$ cat src/melter_io_pkg.sv
// Purpose: constants for the discrete command/status encoder of the melter
// Assumes: 250 MHz system clock, APB register access with 32-bit data
// Notes:   offsets are byte addresses; each register takes one aligned word
package melter_io_pkg;

    // ------------------------------------------------------------------
    // clock and timing
    // ------------------------------------------------------------------
    localparam int unsigned CLK_MHZ         = 250;
    localparam int unsigned SOAK_TIME_MS    = 1000;
    localparam int unsigned SOAK_CYCLES     = SOAK_TIME_MS * 1000 * CLK_MHZ;

    // ------------------------------------------------------------------
    // widths
    // ------------------------------------------------------------------
    localparam int unsigned ZONES           = 14;
    localparam int unsigned ADDR_W          = 8;
    localparam int unsigned EVENTS          = 5;

    // ------------------------------------------------------------------
    // register offsets
    // ------------------------------------------------------------------
    localparam logic [7:0] CTRL_OFS         = 8'h00;
    localparam logic [7:0] STATUS_OFS       = 8'h04;
    localparam logic [7:0] DIAG_OFS         = 8'h08;
    localparam logic [7:0] IRQ_STATUS_OFS   = 8'h0c;
    localparam logic [7:0] IRQ_CLEAR_OFS    = 8'h10;
    localparam logic [7:0] IRQ_ENABLE_OFS   = 8'h14;

    // ------------------------------------------------------------------
    // control register fields
    // ------------------------------------------------------------------
    localparam int unsigned CTRL_AUTOSTART  = 0;
    localparam int unsigned CTRL_CHANGEOVER = 1;
    localparam int unsigned CTRL_PANEL_HEAT = 2;
    localparam int unsigned CTRL_PANEL_SETB = 3;
    localparam int unsigned CTRL_PANEL_PUMP = 4;
    localparam int unsigned CTRL_W          = 5;
    localparam logic [4:0]  CTRL_RESET      = 5'h00;

    // ------------------------------------------------------------------
    // interrupt event bits
    // ------------------------------------------------------------------
    localparam int unsigned EV_AT_TEMP      = 0;
    localparam int unsigned EV_ALARM        = 1;
    localparam int unsigned EV_DRUM_EMPTY   = 2;
    localparam int unsigned EV_CHANGEOVER   = 3;
    localparam int unsigned EV_EXT_CTRL     = 4;
    localparam logic [4:0]  IRQ_RESET       = 5'h00;

    // ------------------------------------------------------------------
    // output encodings
    // ------------------------------------------------------------------
    localparam logic [1:0] RUN_IDLE         = 2'h0;
    localparam logic [1:0] RUN_HEAT_ON      = 2'h1;
    localparam logic [1:0] RUN_AT_TEMP      = 2'h2;
    localparam logic [1:0] RUN_PUMP_ON      = 2'h3;
    localparam logic [1:0] ERR_NONE         = 2'h0;
    localparam logic [1:0] ERR_DRUM_LOW     = 2'h1;
    localparam logic [1:0] ERR_DRUM_EMPTY   = 2'h2;
    localparam logic [1:0] ERR_ALARM        = 2'h3;

    typedef enum logic [1:0] {
        HEAT_OFF,
        HEAT_WARMUP,
        HEAT_SOAK,
        HEAT_ACTIVE
    } heat_state_t;

endpackage : melter_io_pkg

$ cat src/plc_discrete_io_status_encoder.sv
// Purpose: discrete command inputs and status contacts toward an external controller
// Assumes: inputs synchronous to clk_i; zone and drum flags come from the zone control board
// Notes:   status contacts are 1 = closed; all open in reset and power-off

module plc_discrete_io_status_encoder #(
    parameter int unsigned SOAK_CYCLES = melter_io_pkg::SOAK_CYCLES
) (
    // clock and reset
    input  wire logic                              clk_i,
    input  wire logic                              rstn_i,
    // apb slave
    input  wire logic                              psel_i,
    input  wire logic                              penable_i,
    input  wire logic                              pwrite_i,
    input  wire logic [melter_io_pkg::ADDR_W-1:0]  paddr_i,
    input  wire logic [31:0]                       pwdata_i,
    output logic      [31:0]                       prdata_o,
    output logic                                   pready_o,
    output logic                                   pslverr_o,
    // command input connector
    input  wire logic                              heat_req_i,
    input  wire logic                              setback_req_i,
    input  wire logic                              pump_req_i,
    input  wire logic                              external_control_request_in_i,
    // zone control board
    input  wire logic [melter_io_pkg::ZONES-1:0]   zone_enabled_i,
    input  wire logic [melter_io_pkg::ZONES-1:0]   zone_in_window_i,
    input  wire logic [melter_io_pkg::ZONES-1:0]   zone_at_setpoint_i,
    input  wire logic [1:0]                        drum_low_i,
    input  wire logic [1:0]                        drum_empty_i,
    input  wire logic                              alarm_i,
    // status output connector
    output logic [1:0]                             run_state_o,
    output logic [1:0]                             error_state_o,
    // actuators
    output logic                                   heater_enable_o,
    output logic                                   setback_o,
    output logic                                   air_motor_enable_o,
    output logic                                   pump_on_o,
    output logic                                   active_unit_o,
    // interrupt
    output logic                                   irq_o
);

    // ------------------------------------------------------------------
    // registers and state
    // ------------------------------------------------------------------
    logic [melter_io_pkg::CTRL_W-1:0]  ctrl_reg;
    logic [melter_io_pkg::EVENTS-1:0]  irq_status_reg;
    logic [melter_io_pkg::EVENTS-1:0]  irq_status_next;
    logic [melter_io_pkg::EVENTS-1:0]  irq_enable_reg;
    logic [31:0]                       prdata_reg;
    logic                              pslverr_reg;
    melter_io_pkg::heat_state_t        state_reg;
    melter_io_pkg::heat_state_t        state_next;
    logic [31:0]                       soak_cnt_reg;
    logic                              pump_auto_reg;
    logic                              active_unit_reg;
    logic                              ext_reg;
    logic                              alarm_reg;
    logic                              empty_reg;
    logic                              at_temp_reg;
    logic [1:0]                        run_state_reg;
    logic [1:0]                        error_state_reg;
    logic                              heater_reg;
    logic                              setback_reg;
    logic                              air_reg;
    logic                              pump_reg;

    // ------------------------------------------------------------------
    // apb decode
    // ------------------------------------------------------------------
    function automatic logic hit(input logic [7:0] a, input logic [7:0] ofs);
        hit = (a == ofs);
    endfunction : hit

    wire logic setup_phase = psel_i & ~penable_i;
    wire logic access_wr   = psel_i & penable_i & pwrite_i;
    wire logic hit_ctrl    = hit(paddr_i, melter_io_pkg::CTRL_OFS);
    wire logic hit_status  = hit(paddr_i, melter_io_pkg::STATUS_OFS);
    wire logic hit_diag    = hit(paddr_i, melter_io_pkg::DIAG_OFS);
    wire logic hit_irqs    = hit(paddr_i, melter_io_pkg::IRQ_STATUS_OFS);
    wire logic hit_irqc    = hit(paddr_i, melter_io_pkg::IRQ_CLEAR_OFS);
    wire logic hit_irqe    = hit(paddr_i, melter_io_pkg::IRQ_ENABLE_OFS);
    wire logic mapped      = hit_ctrl | hit_status | hit_diag | hit_irqs | hit_irqc | hit_irqe;
    wire logic wr_ctrl     = access_wr & hit_ctrl;
    wire logic wr_irqc     = access_wr & hit_irqc;
    wire logic wr_irqe     = access_wr & hit_irqe;

    // ------------------------------------------------------------------
    // command selection
    // ------------------------------------------------------------------
    wire logic ext_ctrl     = external_control_request_in_i;
    wire logic heat_cmd     = ext_ctrl ? heat_req_i    : ctrl_reg[melter_io_pkg::CTRL_PANEL_HEAT];
    wire logic setback_cmd  = ext_ctrl ? setback_req_i : ctrl_reg[melter_io_pkg::CTRL_PANEL_SETB];
    wire logic manual_pump  = ext_ctrl ? pump_req_i    : ctrl_reg[melter_io_pkg::CTRL_PANEL_PUMP];
    wire logic autostart_en = ctrl_reg[melter_io_pkg::CTRL_AUTOSTART];

    // ------------------------------------------------------------------
    // zone qualification
    // ------------------------------------------------------------------
    wire logic zones_in_window = &(zone_in_window_i | ~zone_enabled_i);
    wire logic zones_at_setpt  = &(zone_at_setpoint_i | ~zone_enabled_i);
    wire logic heat_ready      = state_reg == melter_io_pkg::HEAT_ACTIVE;
    wire logic air_ok          = heat_cmd & zones_in_window & heat_ready;
    wire logic pump_cmd        = (manual_pump | pump_auto_reg) & air_ok;
    wire logic at_temp         = heat_cmd & zones_at_setpt;

    // ------------------------------------------------------------------
    // heat sequence
    // ------------------------------------------------------------------
    wire logic soak_done = soak_cnt_reg >= SOAK_CYCLES - 1;

    always_comb begin
        state_next = state_reg;
        unique case (state_reg)
            melter_io_pkg::HEAT_OFF: begin
                if (heat_cmd) begin
                    state_next = melter_io_pkg::HEAT_WARMUP;
                end
            end
            melter_io_pkg::HEAT_WARMUP: begin
                if (zones_at_setpt) begin
                    state_next = melter_io_pkg::HEAT_SOAK;
                end
            end
            melter_io_pkg::HEAT_SOAK: begin
                if (!zones_in_window) begin
                    state_next = melter_io_pkg::HEAT_WARMUP;
                end else if (soak_done) begin
                    state_next = melter_io_pkg::HEAT_ACTIVE;
                end
            end
            melter_io_pkg::HEAT_ACTIVE: begin
                if (!zones_in_window) begin
                    state_next = melter_io_pkg::HEAT_WARMUP;
                end
            end
        endcase
        if (!heat_cmd) begin
            state_next = melter_io_pkg::HEAT_OFF;
        end
    end

    always_ff @(posedge clk_i) begin
        if (!rstn_i) begin
            state_reg    <= melter_io_pkg::HEAT_OFF;
            soak_cnt_reg <= '0;
        end else begin
            state_reg    <= state_next;
            soak_cnt_reg <= (state_reg == melter_io_pkg::HEAT_SOAK && !soak_done) ? soak_cnt_reg + 32'h1 : 32'h0;
        end
    end

    // ------------------------------------------------------------------
    // autostart and unit changeover
    // ------------------------------------------------------------------
    wire logic other_unit     = ~active_unit_reg;
    wire logic cur_drum_empty = drum_empty_i[active_unit_reg];
    wire logic cur_drum_low   = drum_low_i[active_unit_reg];
    wire logic changeover     = ~ext_ctrl & ctrl_reg[melter_io_pkg::CTRL_CHANGEOVER]
                              & cur_drum_empty & ~drum_empty_i[other_unit];

    always_ff @(posedge clk_i) begin
        if (!rstn_i) begin
            pump_auto_reg   <= 1'b0;
            active_unit_reg <= 1'b0;
        end else begin
            if (!heat_cmd || !autostart_en) begin
                pump_auto_reg <= 1'b0;
            end else if (at_temp && !at_temp_reg) begin
                pump_auto_reg <= 1'b1;
            end
            if (changeover) begin
                active_unit_reg <= other_unit;
            end
        end
    end

    // ------------------------------------------------------------------
    // status encoding
    // ------------------------------------------------------------------
    wire logic [1:0] run_code = pump_cmd ? melter_io_pkg::RUN_PUMP_ON :
                                at_temp  ? melter_io_pkg::RUN_AT_TEMP :
                                heat_cmd ? melter_io_pkg::RUN_HEAT_ON :
                                           melter_io_pkg::RUN_IDLE;
    wire logic [1:0] err_code = alarm_i        ? melter_io_pkg::ERR_ALARM :
                                cur_drum_empty ? melter_io_pkg::ERR_DRUM_EMPTY :
                                cur_drum_low   ? melter_io_pkg::ERR_DRUM_LOW :
                                                 melter_io_pkg::ERR_NONE;

    always_ff @(posedge clk_i) begin
        if (!rstn_i) begin
            run_state_reg   <= melter_io_pkg::RUN_IDLE;
            error_state_reg <= melter_io_pkg::ERR_NONE;
            heater_reg      <= 1'b0;
            setback_reg     <= 1'b0;
            air_reg         <= 1'b0;
            pump_reg        <= 1'b0;
        end else begin
            run_state_reg   <= run_code;
            error_state_reg <= err_code;
            heater_reg      <= heat_cmd;
            setback_reg     <= setback_cmd;
            air_reg         <= air_ok;
            pump_reg        <= pump_cmd;
        end
    end

    // ------------------------------------------------------------------
    // interrupt events
    // ------------------------------------------------------------------
    wire logic [melter_io_pkg::EVENTS-1:0] events = {
        ext_ctrl ^ ext_reg,
        changeover,
        cur_drum_empty & ~empty_reg,
        alarm_i & ~alarm_reg,
        at_temp & ~at_temp_reg
    };

    always_comb begin
        irq_status_next = irq_status_reg;
        if (wr_irqc) begin
            irq_status_next = irq_status_reg & ~pwdata_i[melter_io_pkg::EVENTS-1:0];
        end
        irq_status_next = irq_status_next | events;
    end

    always_ff @(posedge clk_i) begin
        if (!rstn_i) begin
            irq_status_reg <= melter_io_pkg::IRQ_RESET;
            ext_reg        <= 1'b0;
            alarm_reg      <= 1'b0;
            empty_reg      <= 1'b0;
            at_temp_reg    <= 1'b0;
        end else begin
            irq_status_reg <= irq_status_next;
            ext_reg        <= ext_ctrl;
            alarm_reg      <= alarm_i;
            empty_reg      <= cur_drum_empty;
            at_temp_reg    <= at_temp;
        end
    end

    // ------------------------------------------------------------------
    // register file
    // ------------------------------------------------------------------
    wire logic [31:0] status_word = {20'h0, 1'b0, zones_at_setpt, zones_in_window, active_unit_reg,
                                     ext_ctrl, error_state_reg, run_state_reg, state_reg, 1'b0};
    wire logic [31:0] diag_word   = {20'h0, pump_reg, air_reg, setback_reg, heater_reg,
                                     error_state_reg, run_state_reg,
                                     external_control_request_in_i, pump_req_i, setback_req_i, heat_req_i};
    wire logic [31:0] rd_word     = hit_ctrl   ? {27'h0, ctrl_reg} :
                                    hit_status ? status_word :
                                    hit_diag   ? diag_word :
                                    hit_irqs   ? {27'h0, irq_status_reg} :
                                    hit_irqe   ? {27'h0, irq_enable_reg} :
                                                 32'h0;

    always_ff @(posedge clk_i) begin
        if (!rstn_i) begin
            ctrl_reg       <= melter_io_pkg::CTRL_RESET;
            irq_enable_reg <= melter_io_pkg::IRQ_RESET;
            prdata_reg     <= 32'h0;
            pslverr_reg    <= 1'b0;
        end else begin
            if (wr_ctrl) begin
                ctrl_reg <= pwdata_i[melter_io_pkg::CTRL_W-1:0];
            end
            if (wr_irqe) begin
                irq_enable_reg <= pwdata_i[melter_io_pkg::EVENTS-1:0];
            end
            if (setup_phase) begin
                prdata_reg  <= pwrite_i ? 32'h0 : rd_word;
                pslverr_reg <= ~mapped;
            end
        end
    end

    // ------------------------------------------------------------------
    // outputs
    // ------------------------------------------------------------------
    assign prdata_o           = prdata_reg;
    assign pready_o           = 1'b1;
    assign pslverr_o          = pslverr_reg & psel_i & penable_i;
    assign run_state_o        = run_state_reg;
    assign error_state_o      = error_state_reg;
    assign heater_enable_o    = heater_reg;
    assign setback_o          = setback_reg;
    assign air_motor_enable_o = air_reg;
    assign pump_on_o          = pump_reg;
    assign active_unit_o      = active_unit_reg;
    assign irq_o              = |(irq_status_reg & irq_enable_reg);

endmodule : plc_discrete_io_status_encoder

$ cat config.mk
export PLATFORM = sky130hd
export DESIGN_NAME = plc_discrete_io_status_encoder
export DESIGN_NICKNAME = d
export VERILOG_FILES = /design/src/melter_io_pkg.sv /design/src/plc_discrete_io_status_encoder.sv
export SDC_FILE = /design/constraint.sdc
export NUM_CORES = 1
export LEC_CHECK = 0
export BUFFER_PORTS_ARGS = -buffer_cell sky130_fd_sc_hd__buf_2
export CAP_MARGIN = 20
export CELL_PAD_IN_SITES_DETAIL_PLACEMENT = 1
export CELL_PAD_IN_SITES_GLOBAL_PLACEMENT = 1
export CORE_AREA = 3 3 107 109
export CTS_CLUSTER_DIAMETER = 60
export DETAILED_ROUTE_END_ITERATION = 10
export DIE_AREA = 0 0 110 112
export PLACE_DENSITY_LB_ADDON = 0.1
export SETUP_SLACK_MARGIN = 0.05
export SYNTH_ARGS = -nofsm -noshare
export SYNTH_HDL_FRONTEND = slang
export SYNTH_SLANG_ARGS = --single-unit
export TNS_END_PERCENT = 5
$ cat constraint.sdc
create_clock -name clk_i -period 2.7 [get_ports clk_i]
set_input_delay 0.135 -clock clk_i [delete_from_list [all_inputs] [get_ports clk_i]]
set_output_delay 0.135 -clock clk_i [all_outputs]
set_load 0.05 [all_outputs]
# After elaboration in Yosys (flattened, before gate mapping)

Cells that the tools add are included.

Bits in registers: 96
Input bits: 96
Output and inout port bits: 44
Logic and storage cells: 118

$add $sub $neg: 1
$lt $le $gt $ge: 3
Equality and inequality tests: 11
Multiplexer cells: 27
Bitwise operators: 41
Reduce and logical (&&, ||, !) cells: 16

Operator list:

| operator                | count |
|---|---|
| $mux W12                | 4 |
| $add A32 B1 Y32 const B | 1 |
| $ge A32 B28 Y1 const B  | 1 |
| $or A14 B14 Y14         | 2 |
| $reduce_and A14 Y1      | 2 |
| $and A1 B1 Y1           | 18 |
| $eq A8 B4 Y1 const B    | 2 |
| $eq A8 B5 Y1 const B    | 2 |
| $mux W2                 | 8 |
| $mux W5                 | 3 |
| $not A14 Y14            | 1 |
| $mux W1                 | 11 |
| $and A5 B5 Y5           | 2 |
| $not A1 Y1              | 9 |
| $eq A8 B3 Y1 const B    | 1 |
| $logic_not A8 Y1        | 1 |
| $pmux W2 S4             | 1 |
| $or A1 B1 Y1            | 6 |
| $not A5 Y5              | 1 |
| $or A5 B5 Y5            | 1 |
| $reduce_or A5 Y1        | 1 |
| $eq A2 B2 Y1 const B    | 2 |
| $logic_not A1 Y1        | 4 |
| $lt A1 B2 Y1 const B    | 2 |
| other kinds (10)        | 13 |

# Longest topological paths before layout

Gate-level depths: netlist of the first run.

Word-level depth: 7
Mapped depth: 7
Gate-level depth less buffers: 7

# Worst setup path before layout of the first run

OpenSTA, ideal clock, no wires.

Kind: register to register
Start point: register soak_cnt_reg[0]
End point: register soak_cnt_reg[19]
Library setup time: 0.117 ns
Arrival: 1.781 ns
Path slack: 0.801 ns
Cell stages (with the launch flop): 8
Period minus slack after synthesis: 1.899 ns
Cell sequence: dfxtp_1 -> ha_1 -> nand3_1 -> o211a_1 -> o41a_1 -> nand2_1 -> buf_2 -> nor2_1

Word-level cells in the longest chain between the ends: 4
Elaborated cells on any way between the ends: 5
Those cells by class: add/sub (1); order compare (1); reduce/logical (3)

RTL lines:

| what                               | line                                  | source |
|---|---|---|
| from (decl)                        | plc_discrete_io_status_encoder.sv:56  | `logic [31:0] soak_cnt_reg;` |
| from (signal assigned)             | plc_discrete_io_status_encoder.sv:151 | `soak_cnt_reg <= (state_reg == melter_io_pkg::HEAT_SOAK && !soak_done) ? soak_cnt_reg + 32'h1 : 32'h0;` |
| $ge A32 B28 Y1                     | plc_discrete_io_status_encoder.sv:112 | `wire logic soak_done = soak_cnt_reg >= SOAK_CYCLES - 1;` |
| $logic_not A1 Y1                   | plc_discrete_io_status_encoder.sv:151 |  |
| $logic_and A1 B1 Y1                | plc_discrete_io_status_encoder.sv:151 |  |
| $reduce_and A2 Y1 (no source line) | --                                    |  |

Several ways; a longest one is shown, not always the timed one.
A chain may end at the register's enable or synchronous reset.

# Worst setup path after layout of the first run

Start point: register soak_cnt_reg[0]
End point: register soak_cnt_reg[26]

The elaborated chain is that of the path after synthesis.

==> out/qor.csv, run 1 <==
stage;metric;value;unit
cells_and_area;area overhead of the layout relative to synthesis;19.58;%
global_routing;initial antenna violation count;0;
cells_and_area;number of flip-flops in the largest register;32;
logic_synthesis;ys async rst share;0;
timing;FMAX;440.9;MHz
cells_and_area;most frequent standard cell in the layout excluding fill and tap cells;sky130_fd_sc_hd__buf_2;
clock_network;root buf cell;sky130_fd_sc_hd__clkbuf_8;
global_routing;wire length of the first global-routing pass;17.51;mm
detailed_routing;DRC errors left;0;
timing;actual slew at the worst max-slew pin;0.6472;ns
clock_network;post-CTS setup buffer count;0;
clock_network;hold buffer count at CTS;0;
logic_synthesis;ranking of synthesized cells by area;sky130_fd_sc_hd__dfxtp_1 40%, sky130_fd_sc_hd__mux2i_1 6.4%, sky130_fd_sc_hd__nor2_1 6.4%;
place;number of port buffers;91;
place;RePlAce Congestion;0.7787;
cells_and_area;share of final-layout standard cells stronger than drive strength 1;0.2234;
outcome;run status;finished clean;
clock_network;later-pin clock latency in the skew report;0.34;ns
detailed_routing;Vias/cell;4.878;
power;areal power density over the cells;490.9;mW/mm^2
detailed_routing;sum of routed wire length over all layers;10.80;mm
timing;unrepaired setup endpoints after global routing;false;
power;share of total power in sequential cells;0.517;
detailed_routing;drt first-iter violations;101;
timing;number of endpoints with negative hold slack in the final report;0;
logic_synthesis;number of flops mapped to enable cells by yosys;0;
power;largest voltage drop on the vdd net;0.0001993;V
timing;number of max-slew violations in the final report;0;
global_routing;gr usage total;0.1821;
power;clock share of power;0.370;
die;area of the core region;0.01070;mm^2
die;standard-cell rows;38;
timing;final period demand of the worst path;2.268;ns
job;max capacitance violation total;0;
detailed_routing;Final ANT Viol Nets;0;
detailed_routing;number of search-and-repair iterations in the first detailed-routing pass;4;
timing;Final setup violation count;0;
timing;slew margin rel.;0.5646;
detailed_routing;total number of vias;3346;
power;Net Switching;617.2;uW
clock_network;largest buffer count on any clock path;2;
min_path;worst min-delay path category;in -> reg;
timing;Clock Skews;0.01309;ns
place;dpl hpwl;8.421;mm
die;I/O pin count;140;
logic_synthesis;Netlist Area Pre-Place;0.003777;mm^2
global_routing;Congestion Overflow GR;0;
power;share of power burned in combinational logic;0.113;
worst_setup_path;Arrival @ worst endpoint;2.50;ns
logic_synthesis;number of unique standard cell types used by synthesis;53;
power;total internal power;1600;uW
clock_network;CTS resizes;0;
logic_synthesis;area share of the largest cell type after synthesis;0.4028;
clock_network;CTS clock-pin slew for the worst setup and hold paths;0.08;ns
power;LEAKAGE;0.001885;uW
power;Switching Fraction;0.2784;
global_routing;vias in the first global route;3535;
die;Initial Util;0.3531;
logic_synthesis;dominant cell type by area after synthesis;sky130_fd_sc_hd__dfxtp_1;
die;Die Height;112;um
worst_setup_path;Critical Path RT;2.93;ns
logic_synthesis;sequential fraction of the synthesis area;0.4028;
timing;final clock period utilization by the worst path;0.8400;
logic_synthesis;most used flip-flop cell after synthesis;sky130_fd_sc_hd__dfxtp_1;
die;die boundary width;110;um
logic_synthesis;Avg Cell Area, Syn;8.508;um^2
detailed_routing;DR WL/cell;15.74;um
cells_and_area;number of antenna diodes;0;
worst_setup_path;Crit Path Category;reg -> reg;
clock_network;TritonCTS Buffers;9;
worst_setup_path;type of element launching the critical path;register;
cells_and_area;NumNets Final;642;
power;final total power;2217;uW
clock_network;TritonCTS clock tree;done;
logic_synthesis;total number of yosys warnings;0;
worst_setup_path;reg2reg setup slack;0.43;ns
clock_network;total number of H-tree levels;3;
worst_setup_path;Worst Path Max Fanout;6;
die;Die Outline Area;0.01232;mm^2
timing;Post-Route Setup TNS;0;ns
cells_and_area;top library cells by usage in the layout, fill and taps aside;91 x sky130_fd_sc_hd__buf_2, 76 x sky130_fd_sc_hd__dfxtp_1, 64 x sky130_fd_sc_hd__nor2_1, 33 x sky130_fd_sc_hd__nand2_1, 25 x sky130_fd_sc_hd__conb_1;
logic_synthesis;Cells after Synth;444;
logic_synthesis;total of flip-flops plus latches after synthesis;76;
clock_network;# clock sinks;76;
worst_setup_path;kind of capture point of the worst setup path;register;
global_routing;largest net degree at the start of global routing;22;
[cell usage after synthesis (all sizes together) (4+ instances only)]
cell,n
nand3,18
a22oi,6
nor4,6
nand2b,12
inv,22
xnor2,13
ha,5
nor2,64
o21ai,9
nor3,8
a21oi,13
buf,24
a21boi,6
and2,10
clkbuf,10
mux2i,24
o22ai,9
and3,4
xor2,13
nand4,8
dfxtp,76
a31oi,6
nand2,33
a32oi,4
or3,6
nor2b,8
[metal layers]
metal	track usage	share of wire	up-vias	wire (um)
met5	0	0	-	0
met4	0.04988	0.010	0	110
met3	0.03652	0.041	8	439
met2	0.3362	0.54	57	5799
met1	0.2084	0.41	1605	4448
li1	-	-	1676	-
[stage by stage]
stage,area [um^2],cells,hold slack (ns),utilization,setup slack (ns)
2_1_floorplan,3864,467,0.2524,-,0.8014
3_3_place_gp,4330,670,0.3793,0.4048,0.4905
3_5_place_dp,4330,670,0.3836,0.4048,0.4322
4_1_cts,4517,686,0.01240,0.4222,0.3673
5_1_grt,4517,686,0.03665,0.4222,0.2042
6_report,4517,686,0.02966,0.4222,0.4319
[logic make-up (layout without fill, tap and decap cells)]
logic type      Yosys count  in the layout  share of synthesized area
buf+inv                  57            136                    0.07817
flops                    76             76                     0.4028
fa+ha+maj                 5              5                    0.01656
mux                      25             25                    0.06658
other cells               2             25                   0.001988
compound gates           66             66                     0.1209
simple gates            187            187                     0.2527
xor+xnor                 26             26                    0.06029
[worst paths after layout]
path / start / end / depth (start not counted)
max: soak_cnt_reg[0] / soak_cnt_reg[26] / 7
min: alarm_i / error_state_o[0] / 3
max reg2reg: soak_cnt_reg[0] / soak_cnt_reg[26] / 7
min reg2reg: prdata_o[11] / prdata_o[11] / 2
[critical path: stages (launching register included)]
cell                      delay, ns
sky130_fd_sc_hd__dfxtp_1       0.38
sky130_fd_sc_hd__ha_1          0.21
sky130_fd_sc_hd__nand3_1       0.22
sky130_fd_sc_hd__nor3_1        0.43
sky130_fd_sc_hd__and3_1        0.33
sky130_fd_sc_hd__or3b_1        0.39
sky130_fd_sc_hd__xor2_1        0.14
sky130_fd_sc_hd__nor2_1        0.05
[final cells by class]
cell class | instances | area, um^2
Clock buffer | 11 | 151.4
Timing Repair Buffer | 97 | 500.5
Inverter | 23 | 86.33
Multi-Input combinational cell | 334 | 2047
Fill cell | 1316 | 6181
Sequential cell | 76 | 1521
Tap cell | 140 | 175.2
Clock inverter | 5 | 35.03
[power groups by stage]
| stage | clock, uW | sequential, uW | combinational (uW) |
|---|---|---|---|
| 2_1_floorplan | 0 | 1180 | 171 |
| 3_3_place_gp | 0 | 1170 | 245 |
| 3_5_place_dp | 0 | 1170 | 249 |
| 4_1_cts | 850 | 1150 | 250 |
| 5_1_grt | 912 | 1150 | 273 |
| 6_report | 821 | 1150 | 250 |
(Power assumes the default switching activity.)
==> inputs of run 2 (changes only) <==
clock period = 2.3 ns   (was 2.7 ns; I/O delays follow)
==> out/qor.csv, run 2 (synthesis gave the netlist of run 1 again) <==
stage;metric;value;unit
die;I/O pin count;140;
detailed_routing;drt first-iter violations;144;
cells_and_area;most frequent standard cell in the layout excluding fill and tap cells;sky130_fd_sc_hd__buf_2;
power;Switching Fraction;0.2699;
worst_setup_path;maximum single-stage delay on the critical path;0.48;ns
cells_and_area;top library cells by usage in the layout, fill and taps aside;91 x sky130_fd_sc_hd__buf_2, 76 x sky130_fd_sc_hd__dfxtp_1, 64 x sky130_fd_sc_hd__nor2_1, 33 x sky130_fd_sc_hd__nand2_1, 25 x sky130_fd_sc_hd__conb_1;
clock_network;CTS resizes;0;
global_routing;initial antenna violation count;0;
global_routing;largest net degree at the start of global routing;28;
min_path;hold path cells;3;
die;Die Height;112;um
worst_setup_path;Critical Path RT;2.55;ns
place;RePlAce Congestion;0.7937;
die;Initial Util;0.3531;
power;Net Switching;721.4;uW
cells_and_area;number of flip-flops in the largest register;32;
place;Post-Place Setup Slack;0.2519;ns
global_routing;vias in the first global route;3516;
outcome;run status;finished clean;
die;area of the core region;0.01070;mm^2
power;largest voltage drop on the vdd net;0.0002739;V
detailed_routing;DRC errors left;0;
worst_setup_path;Worst R2R Start;soak_cnt_reg[0];
worst_setup_path;most frequent cell on the critical path;sky130_fd_sc_hd__nand3_1;
job;max capacitance violation total;0;
cells_and_area;area overhead of the layout relative to synthesis;21.70;%
cells_and_area;NumNets Final;650;
clock_network;# clock sinks;76;
timing;number of max-slew violations in the final report;0;
clock_network;TritonCTS clock tree;done;
cells_and_area;non-filler instance count after layout;693;
worst_setup_path;kind of capture point of the worst setup path;register;
detailed_routing;sum of routed wire length over all layers;10.72;mm
worst_setup_path;Arrival @ worst endpoint;2.24;ns
worst_setup_path;reg2reg setup slack;0.31;ns
worst_setup_path;cell count of the worst reg-to-reg path;7;
timing;number of endpoints with negative hold slack in the final report;0;
detailed_routing;Final ANT Viol Nets;0;
timing;worst hold slack;0.02422;ns
clock_network;later-pin clock latency in the skew report;0.36;ns
worst_setup_path;Crit Path Category;reg -> reg;
clock_network;total number of H-tree levels;3;
worst_setup_path;Worst Path Max Fanout;4;
clock_network;CTS clock-pin slew for the worst setup and hold paths;0.08;ns
timing;unrepaired setup endpoints after global routing;false;
power;areal power density over the cells;581.5;mW/mm^2
clock_network;root buf cell;sky130_fd_sc_hd__clkbuf_8;
cells_and_area;share of final-layout standard cells stronger than drive strength 1;0.2297;
place;Placed Instances;677;
detailed_routing;total number of vias;3364;
worst_setup_path;Max stage delay cell, worst path;sky130_fd_sc_hd__or4_1;
place;number of port buffers;91;
die;standard-cell rows;38;
global_routing;gr usage total;0.1799;
timing;Clock Skews;0.01548;ns
worst_setup_path;critical path cell sequence;ha_1 > nand3_1 > o211a_1 > or4_1 > nand4_1 > nand3_1 > mux2i_1;
timing;slack of the critical path;0.3092;ns
timing;Post-Route Setup TNS;0;ns
cells_and_area;Core Util, Final;0.4297;
detailed_routing;DR WL/cell;15.47;um
worst_setup_path;Crit Reg-Reg Endpoint;state_reg[0];
min_path;capture endpoint of the worst hold path;ctrl_reg[2];
worst_setup_path;type of element launching the critical path;register;
clock_network;largest buffer count on any clock path;2;
detailed_routing;Vias/cell;4.854;
timing;slew margin rel.;0.6265;
place;dpl hpwl;8.429;mm
die;Die Outline Area;0.01232;mm^2
timing;Final setup violation count;0;
timing;final period demand of the worst path;1.991;ns
min_path;worst min-delay path category;in -> reg;
timing;final clock period utilization by the worst path;0.8656;
clock_network;TritonCTS Buffers;9;
power;share of power burned in combinational logic;0.111;
die;die boundary width;110;um
power;share of total power in sequential cells;0.503;
min_path;Min-Delay Startpoint;pwdata_i[2];
power;clock share of power;0.386;
timing;FMAX;502.3;MHz
power;LEAKAGE;0.001929;uW
global_routing;wire length of the first global-routing pass;17.10;mm
power;total internal power;1952;uW
timing;actual slew at the worst max-slew pin;0.5560;ns
global_routing;Congestion Overflow GR;0;
detailed_routing;number of search-and-repair iterations in the first detailed-routing pass;4;
cells_and_area;number of antenna diodes;0;
[run 2: changes by cell type in the layout (fill, tap and decap cells not counted), sizes merged]
cell	delta
buf	+7
bufinv	+1
clkinv	-2
clkinvlp	+1
dlygate4sd3	+1
inv	-1
[run 2: metal layers]
metal,share of wire,track usage,up-vias
li1,-,-,1688
met1,0.41,0.2009,1587
met2,0.52,0.3232,69
met3,0.042,0.03420,20
met4,0.023,0.08146,0
met5,0,0,-
[run 2: area by class of cell]
| class | count | area [um^2] |
|---|---|---|
| well taps | 140 | 175.2 |
| clock buffers | 11 | 141.4 |
| clock inverters | 4 | 50.05 |
| inverters | 23 | 86.33 |
| fillers | 1326 | 6101 |
| flip-flops and latches | 76 | 1521 |
| repair buffers | 105 | 575.6 |
| multi-input cells | 334 | 2047 |
[run 2: stage by stage]
stage | cell area (um^2) | power [uW]
after detailed placement | 4395 | 1671
after global routing | 4597 | 2802
final | 4597 | 2673
after CTS | 4597 | 2717
after global placement | 4395 | 1667
after floorplan | 3864 | 1589
[run 2: power by group through the flow]
stage | clock, uW | combinational [uW] | sequential, uW
after detailed placement | 0 | 294 | 1380
after floorplan | 0 | 201 | 1390
after global placement | 0 | 290 | 1380
after CTS | 1070 | 296 | 1350
final | 1030 | 296 | 1350
after global routing | 1130 | 322 | 1350
[run 2: worst max-delay path by stage]
stage                            from          endpoint  slack [ns]
finish                soak_cnt_reg[0]      state_reg[0]        0.31
global route          soak_cnt_reg[0]      state_reg[0]        0.17
CTS                   soak_cnt_reg[0]      state_reg[0]        0.27
detailed placement  zone_enabled_i[2]      prdata_o[10]        0.25
global placement    zone_enabled_i[2]      prdata_o[10]        0.27
floorplan             soak_cnt_reg[0]  soak_cnt_reg[19]        0.40
[run 2: worst max-delay path, delay by kind of cell, from the launching register on]
kind | cells | cell delay, ns
multiplexers | 1 | 0.14
AND/OR/NAND/NOR | 4 | 0.88
adder cells (fa/ha/maj) | 1 | 0.20
AO/OA/AOI/OAI | 1 | 0.28
flip-flops | 1 | 0.38
[run 2: timing repair]
action | 4_1_cts | 5_1_grt
buffers inserted | 0 | 0
hold buffers | 1 | 0
hold endpoints to repair | 1 | 0
